$ cat src/verilog/fcd_consts.vh
/*
 * fcd_consts.vh: constants of the diskette command decoder, covering
 * opcodes, command byte fields, sequence lengths, reset values and the
 * result fifo shape.
 * Assumes it is included by its bare name from the design files.
 */
`ifndef FCD_CONSTS_VH
`define FCD_CONSTS_VH

// opcodes, bits 4..0 of the first command byte
`define FCD_OP_READ_DATA 5'h06
`define FCD_OP_READ_DEL 5'h0c
`define FCD_OP_READ_TRACK 5'h02
`define FCD_OP_READ_ID 5'h0a
`define FCD_OP_WRITE_DATA 5'h05
`define FCD_OP_WRITE_DEL 5'h09
`define FCD_OP_FORMAT 5'h0d

// field positions in the first command byte
`define FCD_B0_MULTI_BIT 7
`define FCD_B0_MFM_BIT 6
`define FCD_B0_SKIP_BIT 5
`define FCD_B0_OP_MSB 4
// field positions in the second command byte
`define FCD_B1_HEAD_BIT 2
`define FCD_B1_DRIVE_MSB 1

// command sequence lengths in bytes
`define FCD_LEN_SECTOR 4'h9
`define FCD_LEN_READ_ID 4'h2
`define FCD_LEN_FORMAT 4'h6
// result sequence length in bytes
`define FCD_LEN_RESULT 4'h7

// fifo shape
`define FCD_FIFO_WIDTH 8
`define FCD_FIFO_DEPTH 8
`define FCD_FIFO_AW 3

// reset values
`define FCD_RST_BYTE 8'h00
`define FCD_RST_CNT 4'h0

`endif

$ cat src/verilog/fcd_decoder.v
/*
 * fcd_decoder.v: command byte decoder of the diskette controller.
 * Takes command bytes on data register writes, decodes them, hands the
 * command to the execution engine, then queues seven result bytes in a
 * fifo that the host drains on data register reads.
 * Assumes inputs are synchronous to clk_sys_i and the execution engine
 * answers the last start pulse of each command with one done pulse and stable status.
 */
// Behaviour
// - recognise seven opcodes in bits 4..0 of the first command byte
// - don't-care bits, including byte 1 bits 7..3, never change behaviour
// - return status 0, 1, 2, cylinder, head, sector, size code
// - sector commands take nine bytes before execution starts
// - format takes six bytes, opcode byte bits 7 and 5 zero
// - multitrack finishing side 0 continues with sector 1 on side 1
// - every recognised command passes command, execution, then result phases; an unknown opcode stays in the command phase
// - select line low is main status, high is data register
`timescale 1ns/100ps
`include "fcd_consts.vh"

module fcd_decoder (
  input wire clk_sys_i,
  input wire rst_n_i,
  input wire reg_select_line_i,
  input wire wr_strobe_i,
  input wire rd_strobe_i,
  input wire [7:0] wr_data_i,
  input wire exec_done_i,
  input wire exec_side0_end_i,
  input wire [7:0] result_status_0_i,
  input wire [7:0] result_status_1_i,
  input wire [7:0] result_status_2_i,
  input wire [7:0] res_cyl_i,
  input wire [7:0] res_head_i,
  input wire [7:0] res_sector_i,
  input wire [7:0] res_size_i,
  output reg [7:0] rd_data_o,
  output reg exec_start_o,
  output reg [4:0] opcode_o,
  output reg multitrack_flag_o,
  output reg mfm_select_o,
  output reg skip_deleted_flag_o,
  output reg head_select_o,
  output reg drive_sel_hi_o,
  output reg drive_sel_lo_o,
  output reg [7:0] cyl_o,
  output reg [7:0] head_addr_o,
  output reg [7:0] sector_o,
  output reg [7:0] size_code_o,
  output reg [7:0] last_sector_of_track_o,
  output reg [7:0] gap_len_o,
  output reg [7:0] transfer_length_byte_o,
  output reg [7:0] sectors_per_cyl_o,
  output reg [7:0] fill_byte_o,
  output reg bad_command_o
);

  localparam ST_CMD = 2'h0;
  localparam ST_EXEC = 2'h1;
  localparam ST_LOAD = 2'h2;
  localparam ST_RESULT = 2'h3;

  reg [1:0] state;
  reg [3:0] byte_cnt;
  reg [3:0] cmd_len;
  reg [3:0] res_cnt;
  reg is_format;
  reg [3:0] next_len;
  reg next_valid;
  reg [7:0] res_byte;
  wire data_wr;
  wire data_rd;
  wire fifo_in_ready;
  wire fifo_out_valid;
  wire [7:0] fifo_out_data;
  wire [7:0] main_status;
  wire fifo_in_valid;
  wire fifo_take;

  assign data_wr = wr_strobe_i && reg_select_line_i;
  assign data_rd = rd_strobe_i && reg_select_line_i;
  // main status: bit7 ready for access, bit6 direction to host, bit4 busy
  assign main_status = {(state == ST_CMD) || fifo_out_valid,
                        state == ST_RESULT, 1'b0, state != ST_CMD,
                        4'h0};
  assign fifo_in_valid = (state == ST_LOAD);
  assign fifo_take = data_rd && (state == ST_RESULT);

  always @* begin
    next_valid = 1'b1;
    next_len = `FCD_LEN_SECTOR;
    case (wr_data_i[`FCD_B0_OP_MSB:0])
      `FCD_OP_READ_DATA, `FCD_OP_READ_DEL, `FCD_OP_READ_TRACK,
      `FCD_OP_WRITE_DATA, `FCD_OP_WRITE_DEL: begin
        next_len = `FCD_LEN_SECTOR;
      end
      `FCD_OP_READ_ID: begin
        next_len = `FCD_LEN_READ_ID;
      end
      `FCD_OP_FORMAT: begin
        next_len = `FCD_LEN_FORMAT;
      end
      default: begin
        next_valid = 1'b0;
      end
    endcase
  end

  always @* begin
    case (res_cnt)
      4'h0: res_byte = result_status_0_i;
      4'h1: res_byte = result_status_1_i;
      4'h2: res_byte = result_status_2_i;
      4'h3: res_byte = res_cyl_i;
      4'h4: res_byte = res_head_i;
      4'h5: res_byte = res_sector_i;
      default: res_byte = res_size_i;
    endcase
  end

  always @(posedge clk_sys_i or negedge rst_n_i) begin
    if (!rst_n_i) begin
      state <= ST_CMD;
      byte_cnt <= `FCD_RST_CNT;
      cmd_len <= `FCD_RST_CNT;
      res_cnt <= `FCD_RST_CNT;
      is_format <= 1'b0;
      exec_start_o <= 1'b0;
      bad_command_o <= 1'b0;
      opcode_o <= 5'h00;
      multitrack_flag_o <= 1'b0;
      mfm_select_o <= 1'b0;
      skip_deleted_flag_o <= 1'b0;
      head_select_o <= 1'b0;
      drive_sel_hi_o <= 1'b0;
      drive_sel_lo_o <= 1'b0;
      cyl_o <= `FCD_RST_BYTE;
      head_addr_o <= `FCD_RST_BYTE;
      sector_o <= `FCD_RST_BYTE;
      size_code_o <= `FCD_RST_BYTE;
      last_sector_of_track_o <= `FCD_RST_BYTE;
      gap_len_o <= `FCD_RST_BYTE;
      transfer_length_byte_o <= `FCD_RST_BYTE;
      sectors_per_cyl_o <= `FCD_RST_BYTE;
      fill_byte_o <= `FCD_RST_BYTE;
    end else begin
      exec_start_o <= 1'b0;
      case (state)
        ST_CMD: begin
          // one command byte per data write
          if (data_wr) begin
            byte_cnt <= byte_cnt + 4'h1;
            if (byte_cnt == 4'h0) begin
              bad_command_o <= !next_valid;
              // an unknown opcode is dropped whole, old fields stay
              if (next_valid) begin
                cmd_len <= next_len;
                is_format <= (next_len == `FCD_LEN_FORMAT);
                opcode_o <= wr_data_i[`FCD_B0_OP_MSB:0];
                // format forces bits 7 and 5 to zero
                multitrack_flag_o <= wr_data_i[`FCD_B0_MULTI_BIT] &&
                                     (next_len != `FCD_LEN_FORMAT);
                mfm_select_o <= wr_data_i[`FCD_B0_MFM_BIT];
                skip_deleted_flag_o <= wr_data_i[`FCD_B0_SKIP_BIT] &&
                                       (next_len != `FCD_LEN_FORMAT);
              end else begin
                byte_cnt <= `FCD_RST_CNT;
              end
            end else if (byte_cnt == 4'h1) begin
              head_select_o <= wr_data_i[`FCD_B1_HEAD_BIT];
              drive_sel_hi_o <= wr_data_i[`FCD_B1_DRIVE_MSB];
              drive_sel_lo_o <= wr_data_i[0];
            end else if (is_format) begin
              case (byte_cnt)
                4'h2: size_code_o <= wr_data_i;
                4'h3: sectors_per_cyl_o <= wr_data_i;
                4'h4: gap_len_o <= wr_data_i;
                default: fill_byte_o <= wr_data_i;
              endcase
            end else begin
              case (byte_cnt)
                4'h2: cyl_o <= wr_data_i;
                4'h3: head_addr_o <= wr_data_i;
                4'h4: sector_o <= wr_data_i;
                4'h5: size_code_o <= wr_data_i;
                4'h6: last_sector_of_track_o <= wr_data_i;
                4'h7: gap_len_o <= wr_data_i;
                default: transfer_length_byte_o <= wr_data_i;
              endcase
            end
            // start only after the last byte
            if (byte_cnt == cmd_len - 4'h1 && byte_cnt != 4'h0) begin
              state <= ST_EXEC;
              exec_start_o <= 1'b1;
              byte_cnt <= `FCD_RST_CNT;
            end else if (byte_cnt == 4'h0 && next_valid &&
                         next_len == 4'h1) begin
              state <= ST_EXEC;
            end
          end
        end
        ST_EXEC: begin
          // side 0 done with multitrack, go on to side 1 sector 1
          if (exec_side0_end_i && multitrack_flag_o && !head_select_o) begin
            head_select_o <= 1'b1;
            head_addr_o <= 8'h01;
            sector_o <= 8'h01;
            exec_start_o <= 1'b1;
          end else if (exec_done_i) begin
            state <= ST_LOAD;
            res_cnt <= `FCD_RST_CNT;
          end
        end
        ST_LOAD: begin
          // stalls while the fifo is full
          if (fifo_in_ready) begin
            res_cnt <= res_cnt + 4'h1;
            if (res_cnt == `FCD_LEN_RESULT - 4'h1) begin
              state <= ST_RESULT;
              res_cnt <= `FCD_RST_CNT;
            end
          end
        end
        default: begin
          // back to idle after the seventh read
          if (fifo_take) begin
            res_cnt <= res_cnt + 4'h1;
            if (res_cnt == `FCD_LEN_RESULT - 4'h1) begin
              state <= ST_CMD;
              res_cnt <= `FCD_RST_CNT;
            end
          end
        end
      endcase
    end
  end

  // read data register, status or result byte
  always @(posedge clk_sys_i or negedge rst_n_i) begin
    if (!rst_n_i) begin
      rd_data_o <= `FCD_RST_BYTE;
    end else if (rd_strobe_i) begin
      rd_data_o <= reg_select_line_i ? fifo_out_data : main_status;
    end
  end

  // result bytes queue
  fcd_fifo #(
    .WIDTH(`FCD_FIFO_WIDTH),
    .DEPTH(`FCD_FIFO_DEPTH),
    .AW(`FCD_FIFO_AW)
  ) u_fifo (
    .clk_sys_i(clk_sys_i),
    .rst_n_i(rst_n_i),
    .in_valid_i(fifo_in_valid),
    .in_ready_o(fifo_in_ready),
    .in_data_i(res_byte),
    .out_valid_o(fifo_out_valid),
    .out_ready_i(fifo_take),
    .out_data_o(fifo_out_data)
  );

endmodule // fcd_decoder

$ cat src/verilog/fcd_fifo.v
/*
 * fcd_fifo.v: small synchronous fifo with valid/ready on both sides.
 * Assumes one clock and an asynchronous active-low reset; read data
 * comes from a register updated on each pop.
 */
`timescale 1ns/100ps
`include "fcd_consts.vh"

module fcd_fifo #(
  parameter WIDTH = `FCD_FIFO_WIDTH,
  parameter DEPTH = `FCD_FIFO_DEPTH,
  parameter AW = `FCD_FIFO_AW
) (
  input wire clk_sys_i,
  input wire rst_n_i,
  input wire in_valid_i,
  output wire in_ready_o,
  input wire [WIDTH-1:0] in_data_i,
  output reg out_valid_o,
  input wire out_ready_i,
  output reg [WIDTH-1:0] out_data_o
);

  reg [WIDTH-1:0] mem [0:DEPTH-1];
  reg [AW-1:0] wr_ptr;
  reg [AW-1:0] rd_ptr;
  reg [AW:0] count;
  wire push;
  wire pop;
  wire stage_free;

  // output register refills when empty or being taken
  assign stage_free = !out_valid_o || out_ready_i;
  assign in_ready_o = (count != DEPTH[AW:0]);
  assign push = in_valid_i && in_ready_o;
  assign pop = stage_free && (count != {(AW+1){1'b0}});

  // storage array has no reset, it is only read behind count
  always @(posedge clk_sys_i) begin
    if (push) begin
      mem[wr_ptr] <= in_data_i;
    end
  end

  // pointers, fill level and the registered head word
  always @(posedge clk_sys_i or negedge rst_n_i) begin
    if (!rst_n_i) begin
      wr_ptr <= {AW{1'b0}};
      rd_ptr <= {AW{1'b0}};
      count <= {(AW+1){1'b0}};
      out_valid_o <= 1'b0;
      out_data_o <= {WIDTH{1'b0}};
    end else begin
      if (push) begin
        wr_ptr <= wr_ptr + 1'b1;
      end
      if (pop) begin
        rd_ptr <= rd_ptr + 1'b1;
        out_data_o <= mem[rd_ptr];
        out_valid_o <= 1'b1;
      end else if (out_ready_i) begin
        out_valid_o <= 1'b0;
      end
      if (push && !pop) begin
        count <= count + 1'b1;
      end else if (pop && !push) begin
        count <= count - 1'b1;
      end
    end
  end

endmodule // fcd_fifo
$ cat config.mk
export PLATFORM = sky130hd
export DESIGN_NAME = fcd_decoder
export DESIGN_NICKNAME = d
export VERILOG_FILES = /design/src/verilog/fcd_decoder.v /design/src/verilog/fcd_fifo.v
export VERILOG_INCLUDE_DIRS = /design/src /design/src/verilog
export SDC_FILE = /design/constraint.sdc
export NUM_CORES = 1
export LEC_CHECK = 0
export BUFFER_PORTS_ARGS = -buffer_cell sky130_fd_sc_hd__clkbuf_2
export CAP_MARGIN = 20
export CORE_ASPECT_RATIO = 0.9
export CORE_MARGIN = 3
export CORE_UTILIZATION = 50
export DETAILED_ROUTE_END_ITERATION = 6
export PLACE_DENSITY = 0.77
export SYNTH_ARGS = -nofsm -noshare
export SYNTH_HDL_FRONTEND = slang
export SYNTH_SLANG_ARGS = --single-unit
$ cat constraint.sdc
create_clock -name clk_sys_i -period 2.3 [get_ports clk_sys_i]
set_input_delay 0.115 -clock clk_sys_i [delete_from_list [all_inputs] [get_ports clk_sys_i]]
set_output_delay 0.115 -clock clk_sys_i [all_outputs]
set_load 0.01 [all_outputs]
# ---- After elaboration in Yosys (flattened, before gate mapping)
# Memories as Yosys holds them, arrays and structs flattened. A register that Yosys moved wholly into a read port is not among the register bits.
# Cells that the tools add are included.
dict set report classes {
  n_mux 56
  n_eq_ne 43
  n_addsub 7
  bitwise 6
  reduce_logical 55
}
# op n
set ops {}
lappend ops {{8-bit two-way mux} 17}
lappend ops {{8-bit case mux with 6 select lines} 1}
lappend ops {{6-bit AND reduction} 7}
lappend ops {{4-bit two-way mux} 10}
lappend ops {{4-bit by 3-bit equality test with 1-bit output (second input constant)} 8}
lappend ops {{8-bit case mux with 2 select lines} 2}
lappend ops {{5-bit by 4-bit equality test with 1-bit output (second input constant)} 4}
lappend ops {{2-bit two-way mux} 9}
lappend ops {{2-bit != test (second input constant)} 9}
lappend ops {{4-bit by 2-bit equality test with 1-bit output (second input constant)} 4}
lappend ops {{1-bit logical AND} 14}
lappend ops {{7-bit AND reduction} 2}
lappend ops {{4-bit by 1-bit adder with 4-bit output (second input constant)} 3}
lappend ops {{4-bit by 1-bit equality test with 1-bit output (second input constant)} 3}
lappend ops {{1-bit two-way mux} 12}
lappend ops {{4-bit case mux with 3 select lines} 1}
lappend ops {{2-bit nonzero test} 6}
lappend ops {{4-bit nonzero test} 3}
lappend ops {{5-bit by 3-bit equality test with 1-bit output (second input constant)} 2}
lappend ops {{2-bit by 1-bit != test with 1-bit output (second input constant)} 5}
lappend ops {{5-bit AND reduction} 2}
lappend ops {{4-bit zero test} 2}
lappend ops {{4-bit case mux with 2 select lines} 1}
lappend ops {{4-bit AND reduction} 2}
lappend ops {{other kinds (22)} 38}
dict set report word_totals {
  ram_bits 64
  output_inout_bits 93
  wordCells 196
  n_memories 1
  ff_bits 119
  input_bits 71
}
# name depth word_bits read_ports rd_ports_with_merged_regs write_ports line_no
set mem_list {}
lappend mem_list {u_fifo.mem 8 8 1 1 1 fcd_fifo.v:24} ;# reg [WIDTH-1:0] mem [0:DEPTH-1];

# ---- Depth between registers and ports, before layout
# Gate-level depths: netlist of the first run.
dict set report logic_depth {
  ltp_word 9
  ltp_mapped 13
}

# ---- Cells and area by module
# Synthesis of the first run repeated with hierarchy kept, for this count alone.
dict set report unflattened {
  cells_unflattened 699
  area_unflattened_um2 8635.8
}
# module cells_each n_inst seq_area_each_um2 area_per_inst_um2
set by_module_without_submodules {}
lappend by_module_without_submodules {fcd_decoder 477 1 2652.5 5223.8}
lappend by_module_without_submodules {fcd_fifo 222 1 2397.3 3412.0}

# ---- Worst setup path before layout of the first run
# No wires, ideal clock.
dict set report synth_path {
  path_kind {register to register}
  start {register state[1]}
  end {register u_fifo.count[3]}
  setup_time_ns 0.125
  path_slack_ns -0.266
  arrival_time_ns 2.440
  t_required_ns 2.175
  synth_period_minus_slack_ns 2.566
  stages_incl_launch_ff 14
  path_buffers 1
  cell_sequence {dfrtp_1 > ha_1 > nand3_1 > a21oi_1 > clkbuf_1 > inv_1 > ha_1 > inv_1 > ha_1 > a21o_1 > a21oi_1 > xnor2_1 > nor2_1 > xor2_1}
}
dict set report synth_between {
  elab_chain_len 7
  elab_cells_between_ends 12
  cone_classes {2 x eq/ne; 1 x mux; 9 x reduce/logical}
}
# item line_no
set synth_lines {}
lappend synth_lines {{from (decl)} fcd_decoder.v:63} ;# reg [1:0] state;
lappend synth_lines {{from (signal assigned)} fcd_decoder.v:123} ;# state <= ST_CMD;
lappend synth_lines {{from (signal assigned)} fcd_decoder.v:193} ;# state <= ST_EXEC;
lappend synth_lines {{from (signal assigned)} fcd_decoder.v:198} ;# state <= ST_EXEC;
lappend synth_lines {{2-bit equality test} fcd_decoder.v:87} ;# assign fifo_take = data_rd && (state == ST_RESULT);
lappend synth_lines {{1-bit logical AND} fcd_decoder.v:87}
lappend synth_lines {{1-bit logical OR} fcd_fifo.v:33} ;# assign stage_free = !out_valid_o || out_ready_i;
lappend synth_lines {{1-bit logical AND} fcd_fifo.v:36} ;# assign pop = stage_free && (count != {(AW+1){1'b0}});
lappend synth_lines {{1-bit zero test} fcd_fifo.v:64} ;# if (push && !pop) begin
lappend synth_lines {{1-bit logical AND} fcd_fifo.v:64}
lappend synth_lines {{4-bit two-way mux or 2-bit nonzero test (tied branches)} -}
lappend synth_lines {{to (signal assigned)} fcd_fifo.v:50} ;# count <= {(AW+1){1'b0}};
lappend synth_lines {{to (signal assigned)} fcd_fifo.v:65} ;# count <= count + 1'b1;
lappend synth_lines {{to (signal assigned)} fcd_fifo.v:67} ;# count <= count - 1'b1;
lappend synth_lines {{to (decl)} fcd_fifo.v:27} ;# reg [AW:0] count;
# Parallel ways exist; a longest one is shown, timed or not.
# A chain may end at the register's enable or synchronous reset.

# ---- Final worst setup path of the first run
dict set report layout_path {
  start {register u_fifo.count[2]}
  end {register u_fifo.count[3]}
}
dict set report layout_between {
  elab_chain_len 5
  elab_cells_between_ends 13
  cone_classes {2 x add/sub; 1 x eq/ne; 2 x mux; 8 x reduce/logical}
}
# item line_no
set layout_lines {}
lappend layout_lines {{4-bit != test (*)} fcd_fifo.v:34} ;# assign in_ready_o = (count != DEPTH[AW:0]);
lappend layout_lines {{1-bit logical AND (*)} fcd_fifo.v:35} ;# assign push = in_valid_i && in_ready_o;
lappend layout_lines {{net u_fifo.push} fcd_fifo.v:28} ;# wire push;
lappend layout_lines {{1-bit zero test} fcd_fifo.v:66} ;# end else if (pop && !push) begin
lappend layout_lines {{1-bit logical AND} fcd_fifo.v:66}
lappend layout_lines {{2-bit nonzero test (no line)} -}
# Mark *: on every way through the listed nets, which the timed path passes. The rest lies on a longest branch. The select of a mux whose other input is x is not followed.

==> impl_metrics.toml, run 1 <==
[sta]
post-route-min-period_ns = 2.33
final.setup.worst_slack_ns = -0.0340
relSlewSlack_pct = 46.9
timing.final.max_slew_violations = 0
fin_worst_skew_ns = 0.00852
hold_viol = 0
min_period_over_period_pct = 101
max_freq_ghz = 0.428
rsz0062_at_grt = "yes"
max_slew.worst_pin.slew_ns = 0.796
totalNegativeSetupSlack_ns = -0.0340
hold_slack_final_ns = 0.0150
timing.final.setup_violations = 1

[finish]
nNetsFinal = 917
finish.utilization_pct = 64.3
syn2layout_area_growth_pct = 23.2
most-common-layout-cells = "sky130_fd_sc_hd__clkbuf_2 (162), sky130_fd_sc_hd__dfrtp_1 (124), sky130_fd_sc_hd__mux2_2 (84)"
layout_commonest_cell = "sky130_fd_sc_hd__clkbuf_2"
drive_gt1_share_pct = 45.1
stdcell_area_um2 = 10600
num_antenna_cells = 0

[critical_path]
crit_path_cell_trace = "or4b_4, nand2_4, inv_4, ha_4, inv_4, ha_4, a21o_1, a21oi_2, xnor2_1, nor2_1, xor2_1"
critPathMaxStageDelay_ns = 0.57
critical_path.slowest_cell = "sky130_fd_sc_hd__or4b_4"
startpoint_type = "flop"
critical_path.endpoint_type = "flop"
crit_path_buf_inv_count = 2
path_max_fanout = 2
timing.critical_path.max_delay_family = "simple AND/OR/NAND/NOR gates"
crit_type = "reg2reg"
crit_arrival_ns = 2.64
critical_path_required_ns = 2.61

[yosys]
synth-edff-count = 64
yosys_most_used_dff = "sky130_fd_sc_hd__dfrtp_1"
postSynthNetCount = 729
syn-cell-area_um2 = 8620
syn_inst = 642
ys_ff_latch = 189
part_of_the_yosys_area_used_for_sequential_elements_pct = 58.6
postSynth.asyncResetShare_pct = 66.1
syn_area_per_cell_um2 = 13.4
synth.distinct_cells = 65
yosysWarnings = 0

[routing]
firstDrtPassIters = 5
drcViolationCount = 0
detail_route.wirelength_um = 20600
ant_nets = 0
drt-vias-per-instance = 5.71
avgRoutedWirePerCell_um = 19.6
via_count = 6000
first_iter_violations = 453

[cts]
ctsHtreeMaxLevel = 4
clock-root-buffer = "sky130_fd_sc_hd__clkbuf_16"
clock_transition_at_the_registers_of_the_reported_paths_ns = 0.07
cts_buffers = 17
tritoncts = "built"
cts.sinks = 189
clk-insertion-delay-late_ns = 0.43
cts-root-to-sink-buffers = 2

[power]
cellLeakagePower_nw = 4.75
irDropWorstVdd_mv = 0.684
p_sw_share_pct = 34.9
combPwrFrac_pct = 38.5
net-switching-power_w = 0.00469
p_int_w = 0.00875
pwr-share-seq_pct = 39.6
pwr_density_cell_nw_per_um2 = 1270
clkPwrFrac_pct = 22.0

[floorplanning]
placementRows = 44
fp.coreArea_um2 = 16500
design.portCount = 164
die_h_um = 131
fp.dieArea_um2 = 18900
die_w_um = 144
initial_util_pct = 52.2

[outcome]
status = "finished with violations"
failing_checks = "setup timing"

[global_route]
grt_pass1_vias = 6022
gr-usage-all-layers_pct = 22.3
grt_first_pass_wirelength_um = 32500
grt_remaining_overflow = 0
grt_start_max_net_pins = 54
initial_antenna_violation_count = 0

[hold_path]
hp-class = "in2reg"

[job]
timing.max_cap.violations = 0

[place]
placedInstanceArea_um2 = 9850
globalplace.congestion = 0.867
io_buffer_count = 163
post-dp-hpwl_um = 14900
## synth_stat cells, drive strengths merged (3+ instances only)
master | count | area [um^2]
dfrtp | 125 | 3130
inv | 25 | 93.8
nand3 | 15 | 80.1
mux2i | 17 | 170
ha | 15 | 188
buf | 20 | 121
a21o | 3 | 23.8
and2 | 3 | 18.8
clkbuf | 19 | 71.3
o21ai | 35 | 175
nand2b | 3 | 18.8
nor4 | 4 | 25.0
nor3b | 6 | 45.0
a221oi | 3 | 32.5
nor4b | 3 | 26.3
mux4 | 21 | 473
nor3 | 9 | 45.0
edfxtp | 64 | 1920
a31oi | 3 | 18.8
mux2 | 84 | 946
nor2b | 9 | 56.3
nand2 | 45 | 169
xnor2 | 7 | 61.3
o41ai | 3 | 33.8
a21oi | 26 | 134
nor2 | 35 | 141
xor2 | 4 | 35.0
## power groups by stage
| stage | registers, W | logic [W] | clock network (W) |
|---|---|---|---|
| finish | 0.00532 | 0.00517 | 0.00295 |
| global route | 0.00542 | 0.00561 | 0.00313 |
| CTS | 0.00530 | 0.00500 | 0.00300 |
| detailed placement | 0.00535 | 0.00494 | 0 |
| global placement | 0.00528 | 0.00470 | 0 |
| floorplan | 0.00536 | 0.00310 | 0 |
## sequential cells by signal (all words and copies together) (netlist names), 8 cells and up
register and count:
sectors_per_cyl_o 8, sector_o 8, fill_byte_o 8, cyl_o 8, u_fifo.mem 64, rd_data_o 8, size_code_o 8, head_addr_o 8
last_sector_of_track_o 8, gap_len_o 8, u_fifo.out_data_o 8, transfer_length_byte_o 8
## worst reg2reg max path, stage by stage (launching register included)
cell	delay [ns]
sky130_fd_sc_hd__dfrtp_1	0.40
sky130_fd_sc_hd__or4b_4	0.57
sky130_fd_sc_hd__nand2_4	0.09
sky130_fd_sc_hd__inv_4	0.04
sky130_fd_sc_hd__ha_4	0.16
sky130_fd_sc_hd__inv_4	0.06
sky130_fd_sc_hd__ha_4	0.18
sky130_fd_sc_hd__a21o_1	0.18
sky130_fd_sc_hd__a21oi_2	0.15
sky130_fd_sc_hd__xnor2_1	0.13
sky130_fd_sc_hd__nor2_1	0.08
sky130_fd_sc_hd__xor2_1	0.17
## repair_timing
action,CTS,global route
endpoints found under the setup margin,5,63
hold endpoints to repair,51,0
pin swaps,2,9
buffers inserted,2,4
gates resized for setup,0,18
hold buffers,2,0
## routing by layer
metal,vias up,GRT usage [%],share of wire (%)
met5,-,0,0
met2,192,36.2,49
met3,17,4.33,5.3
met4,0,5.05,0.78
li1,2734,-,-
met1,3057,31.8,45
## final cells by class
| class | instances | area [um^2] |
|---|---|---|
| fill | 1225 | 5900 |
| clock buffer | 22 | 528 |
| multi-input combinational | 389 | 3410 |
| inverter | 25 | 98.8 |
| tap | 207 | 259 |
| sequential | 189 | 5050 |
| timing repair buffer | 208 | 1190 |
| clock inverter | 10 | 88.8 |
## path summary, 6_finish.rpt
kind                            depth (start not counted)  slack (ns)                             start                                to
worst max-delay path                                   11       -0.03       u_fifo.count[2]$_DFFE_PN0P_       u_fifo.count[3]$_DFFE_PN0P_
worst min-delay path                                    2        0.02                       rd_strobe_i          rd_data_o[6]$_DFFE_PN0P_
worst max register to register                         11       -0.03       u_fifo.count[2]$_DFFE_PN0P_       u_fifo.count[3]$_DFFE_PN0P_
worst min register to register                          2        0.49  u_fifo.out_data_o[3]$_DFFE_PN0P_          rd_data_o[3]$_DFFE_PN0P_
max in group asynchronous                               3        1.31                           rst_n_i  sectors_per_cyl_o[5]$_DFFE_PN0P_
min in group asynchronous                               2        0.29                           rst_n_i          gap_len_o[3]$_DFFE_PN0P_
## through the flow
stage	std cells	setup WS, ns	power (W)
3_5_place_dp	1010	-0.0210	0.0103
6_report	1050	-0.0340	0.0134
2_1_floorplan	642	0.0119	0.00846
5_1_grt	1050	-0.141	0.0142
4_1_cts	1046	0.000268	0.0133
3_3_place_gp	1010	0.0518	0.00999
## logic make-up after synthesis
group | count (synthesis) | share of synthesized area, %
AO/OA/AOI/OAI | 92 | 6.80
XOR/XNOR | 12 | 1.38
adder cells (fa/ha/maj) | 16 | 2.41
buffers and inverters | 64 | 3.32
flip-flops | 189 | 58.6
multiplexers | 122 | 18.4
AND/OR/NAND/NOR | 147 | 9.10
(Power assumes the default switching activity.)
==> inputs of run 2 (changes only) <==
--- a/config.mk
+++ b/config.mk
@@ -6,12 +6,14 @@
 export SDC_FILE = /design/constraint.sdc
 export NUM_CORES = 1
 export LEC_CHECK = 0
+export ABC_AREA = 1
 export BUFFER_PORTS_ARGS = -buffer_cell sky130_fd_sc_hd__clkbuf_2
 export CAP_MARGIN = 20
 export CORE_ASPECT_RATIO = 0.9
 export CORE_MARGIN = 3
 export CORE_UTILIZATION = 50
 export DETAILED_ROUTE_END_ITERATION = 6
+export HOLD_SLACK_MARGIN = 0.02
 export PLACE_DENSITY = 0.77
 export SYNTH_ARGS = -nofsm -noshare
 export SYNTH_HDL_FRONTEND = slang
==> impl_metrics.toml, run 2 <==
[critical_path]
path_max_fanout = 5
critical_path.endpoint_type = "flop"
startpoint_type = "flop"
crit_arrival_ns = 2.51
critical_path_required_ns = 2.62
crit_type = "reg2reg"

[power]
cellLeakagePower_nw = 4.88
p_sw_share_pct = 40.9
pwr-share-seq_pct = 39.9
p_int_w = 0.00832
combPwrFrac_pct = 40.0
irDropWorstVdd_mv = 0.745
clkPwrFrac_pct = 20.1
pwr_density_cell_nw_per_um2 = 1360
net-switching-power_w = 0.00576

[cts]
cts_setup_buffers = 0
cts_buffers = 17
tritoncts = "built"
cts-root-to-sink-buffers = 2
ctsHtreeMaxLevel = 4
clock_transition_at_the_registers_of_the_reported_paths_ns = 0.07
cts.sinks = 189
clk-insertion-delay-late_ns = 0.44
clock-root-buffer = "sky130_fd_sc_hd__clkbuf_16"

[sta]
final.setup.worst_slack_ns = 0.114
hold_slack_final_ns = 0.0604
timing.final.setup_violations = 0
post-route-min-period_ns = 2.19
max_freq_ghz = 0.457
fin_worst_skew_ns = 0.0126
hold_viol = 0
relSlewSlack_pct = 62.2
min_period_over_period_pct = 95.1
max_slew.worst_pin.slew_ns = 0.563
timing.final.max_slew_violations = 0

[yosys]
post_synth_most_frequent_cells = "sky130_fd_sc_hd__nand2_1 (201), sky130_fd_sc_hd__dfrtp_1 (125), sky130_fd_sc_hd__nor2_1 (105), sky130_fd_sc_hd__o21ai_0 (81), sky130_fd_sc_hd__edfxtp_1 (64)"
synth.distinct_cells = 40
synth_top_area_cell = "sky130_fd_sc_hd__dfrtp_1"
yosys.cell_count.top_type = "sky130_fd_sc_hd__nand2_1"
synth-edff-count = 64
syn-cell-area_um2 = 8520
yosys-top-cells-area = "sky130_fd_sc_hd__dfrtp_1 (37%), sky130_fd_sc_hd__edfxtp_1 (23%), sky130_fd_sc_hd__nand2_1 (8.9%)"
postSynthNetCount = 967
part_of_the_yosys_area_used_for_sequential_elements_pct = 59.2
syn_area_per_cell_um2 = 9.69
yosysWarnings = 0
yosys_most_used_dff = "sky130_fd_sc_hd__dfrtp_1"
syn_inst = 880
ys_ff_latch = 189
postSynth.asyncResetShare_pct = 66.1
yosys.area.top_type_share_pct = 36.7

[floorplanning]
initial_util_pct = 52.0
fp.dieArea_um2 = 18700
design.portCount = 164
fp.coreArea_um2 = 16400
die_w_um = 144
die_h_um = 130
placementRows = 44

[global_route]
initial_antenna_violation_count = 0
grt_pass1_vias = 6505
gr-usage-all-layers_pct = 22.6
grt_first_pass_wirelength_um = 33000
grt_remaining_overflow = 0
grt_start_max_net_pins = 39

[job]
timing.max_cap.violations = 0

[finish]
largest_register = "u_fifo.mem"
most-common-layout-cells = "sky130_fd_sc_hd__nand2_1 (199), sky130_fd_sc_hd__clkbuf_2 (162), sky130_fd_sc_hd__dfrtp_1 (124)"
finish.utilization_pct = 63.2
largest_register_ffs = 64
layout_commonest_cell = "sky130_fd_sc_hd__nand2_1"
drive_gt1_share_pct = 26.0
num_antenna_cells = 0
nNetsFinal = 1154
fillerInstances = 1372
syn2layout_area_growth_pct = 21.7

[hold_path]
hp-class = "in2reg"

[place]
post-dp-hpwl_um = 14500
io_buffer_count = 163
dp_worst_setup_slack_ns = -0.0371
globalplace.congestion = 0.870

[routing]
drcViolationCount = 0
firstDrtPassIters = 5
via_count = 6787
avgRoutedWirePerCell_um = 15.6
first_iter_violations = 530
drt-vias-per-instance = 5.27
detail_route.wirelength_um = 20100
ant_nets = 0

[outcome]
status = "finished, final reports clean"
run 2: cell count changes after synthesis, sizes merged, moves of 6 or more:
cell | previous run | this run
inv | 25 | 42
nand4 | 2 | 13
mux2i | 17 | 0
nand3 | 15 | 60
mux4 | 21 | 0
o211ai | 0 | 18
mux2 | 84 | 1
nor3b | 6 | 0
nor2b | 9 | 0
o21ai | 35 | 133
clkbuf | 19 | 13
nor2 | 35 | 115
nand2 | 45 | 212
run 2: path summary, 6_finish.rpt:
kind / startpoint / to / slack, ns / cells after the start
worst max register to register: u_fifo.count[0]$_DFFE_PN0P_ / u_fifo.count[3]$_DFFE_PN0P_ / 0.11 / 12
worst min register to register: sector_o[5]$_DFFE_PN0P_ / sector_o[5]$_DFFE_PN0P_ / 0.49 / 2
max in group asynchronous: rst_n_i / last_sector_of_track_o[3]$_DFFE_PN0P_ / 1.43 / 3
min in group asynchronous: rst_n_i / transfer_length_byte_o[6]$_DFFE_PN0P_ / 0.18 / 2
worst min-delay path: reg_select_line_i / rd_data_o[0]$_DFFE_PN0P_ / 0.06 / 3
worst max-delay path: u_fifo.count[0]$_DFFE_PN0P_ / u_fifo.count[3]$_DFFE_PN0P_ / 0.11 / 12
run 2: timing repair:
item,in CTS,in global routing
endpoints found under the hold margin,51,0
pin swaps,0,0
hold buffers,9,0
gates resized for setup,2,12
setup endpoints to repair,1,43
run 2: logic make-up after synthesis:
| kind of cell | after synthesis | synth area share [%] |
|---|---|---|
| AND/OR/NAND/NOR | 410 | 21.7 |
| flip-flops | 189 | 59.2 |
| AO/OA/AOI/OAI | 178 | 11.6 |
| buffers and inverters | 77 | 3.96 |
| adder cells (fa/ha/maj) | 16 | 2.44 |
| XOR/XNOR | 9 | 0.925 |
| multiplexers | 1 | 0.132 |
run 2: final cells by class:
cell class	instances	area (um^2)	share of cell area, %
flip-flops and latches	189	5050	48.7
multi-input cells	614	3190	30.8
repair buffers	199	1120	10.8
clock buffers	17	425	4.10
well taps	207	259	2.50
inverters	46	173	1.66
clock inverters	15	148	1.42
run 2: power groups by stage:
| stage | clock (W) | sequential, W | combinational [W] |
|---|---|---|---|
| 5_1_grt | 0.00301 | 0.00574 | 0.00641 |
| 3_5_place_dp | 0 | 0.00565 | 0.00552 |
| 6_report | 0.00283 | 0.00562 | 0.00563 |
| 3_3_place_gp | 0 | 0.00562 | 0.00533 |
| 2_1_floorplan | 0 | 0.00578 | 0.00345 |
| 4_1_cts | 0.00288 | 0.00560 | 0.00559 |
run 2: stage by stage:
| step | area (um^2) | TNS, ns | power (W) | instances |
|---|---|---|---|---|
| floorplan | 8530 | 0 | 0.00923 | 880 |
| global placement | 9650 | 0 | 0.0109 | 1246 |
| detailed placement | 9650 | -0.0371 | 0.0112 | 1246 |
| CTS | 10300 | 0 | 0.0141 | 1287 |
| global route | 10400 | -0.0413 | 0.0152 | 1287 |
| finish | 10400 | 0 | 0.0141 | 1287 |
run 2: worst max-delay path, stage by stage (launching register included):
cell                      delay, ns
sky130_fd_sc_hd__dfrtp_1       0.43
sky130_fd_sc_hd__nor2_1        0.17
sky130_fd_sc_hd__nand3_1       0.16
sky130_fd_sc_hd__nand2_2       0.12
sky130_fd_sc_hd__inv_2         0.07
sky130_fd_sc_hd__ha_1          0.19
sky130_fd_sc_hd__inv_2         0.11
sky130_fd_sc_hd__ha_4          0.23
sky130_fd_sc_hd__a21oi_2       0.13
sky130_fd_sc_hd__nand2_1       0.08
sky130_fd_sc_hd__a21oi_1       0.13
sky130_fd_sc_hd__o21ai_1       0.09
sky130_fd_sc_hd__xor2_1        0.14
run 2: routing by layer:
metal  global-route usage, %  share of wire, %  wire (um)
met5                       0                 0          0
met4                    7.14               1.9        375
met3                    5.46               7.1       1430
met2                    33.7                44       8880
met1                    33.1                47       9390
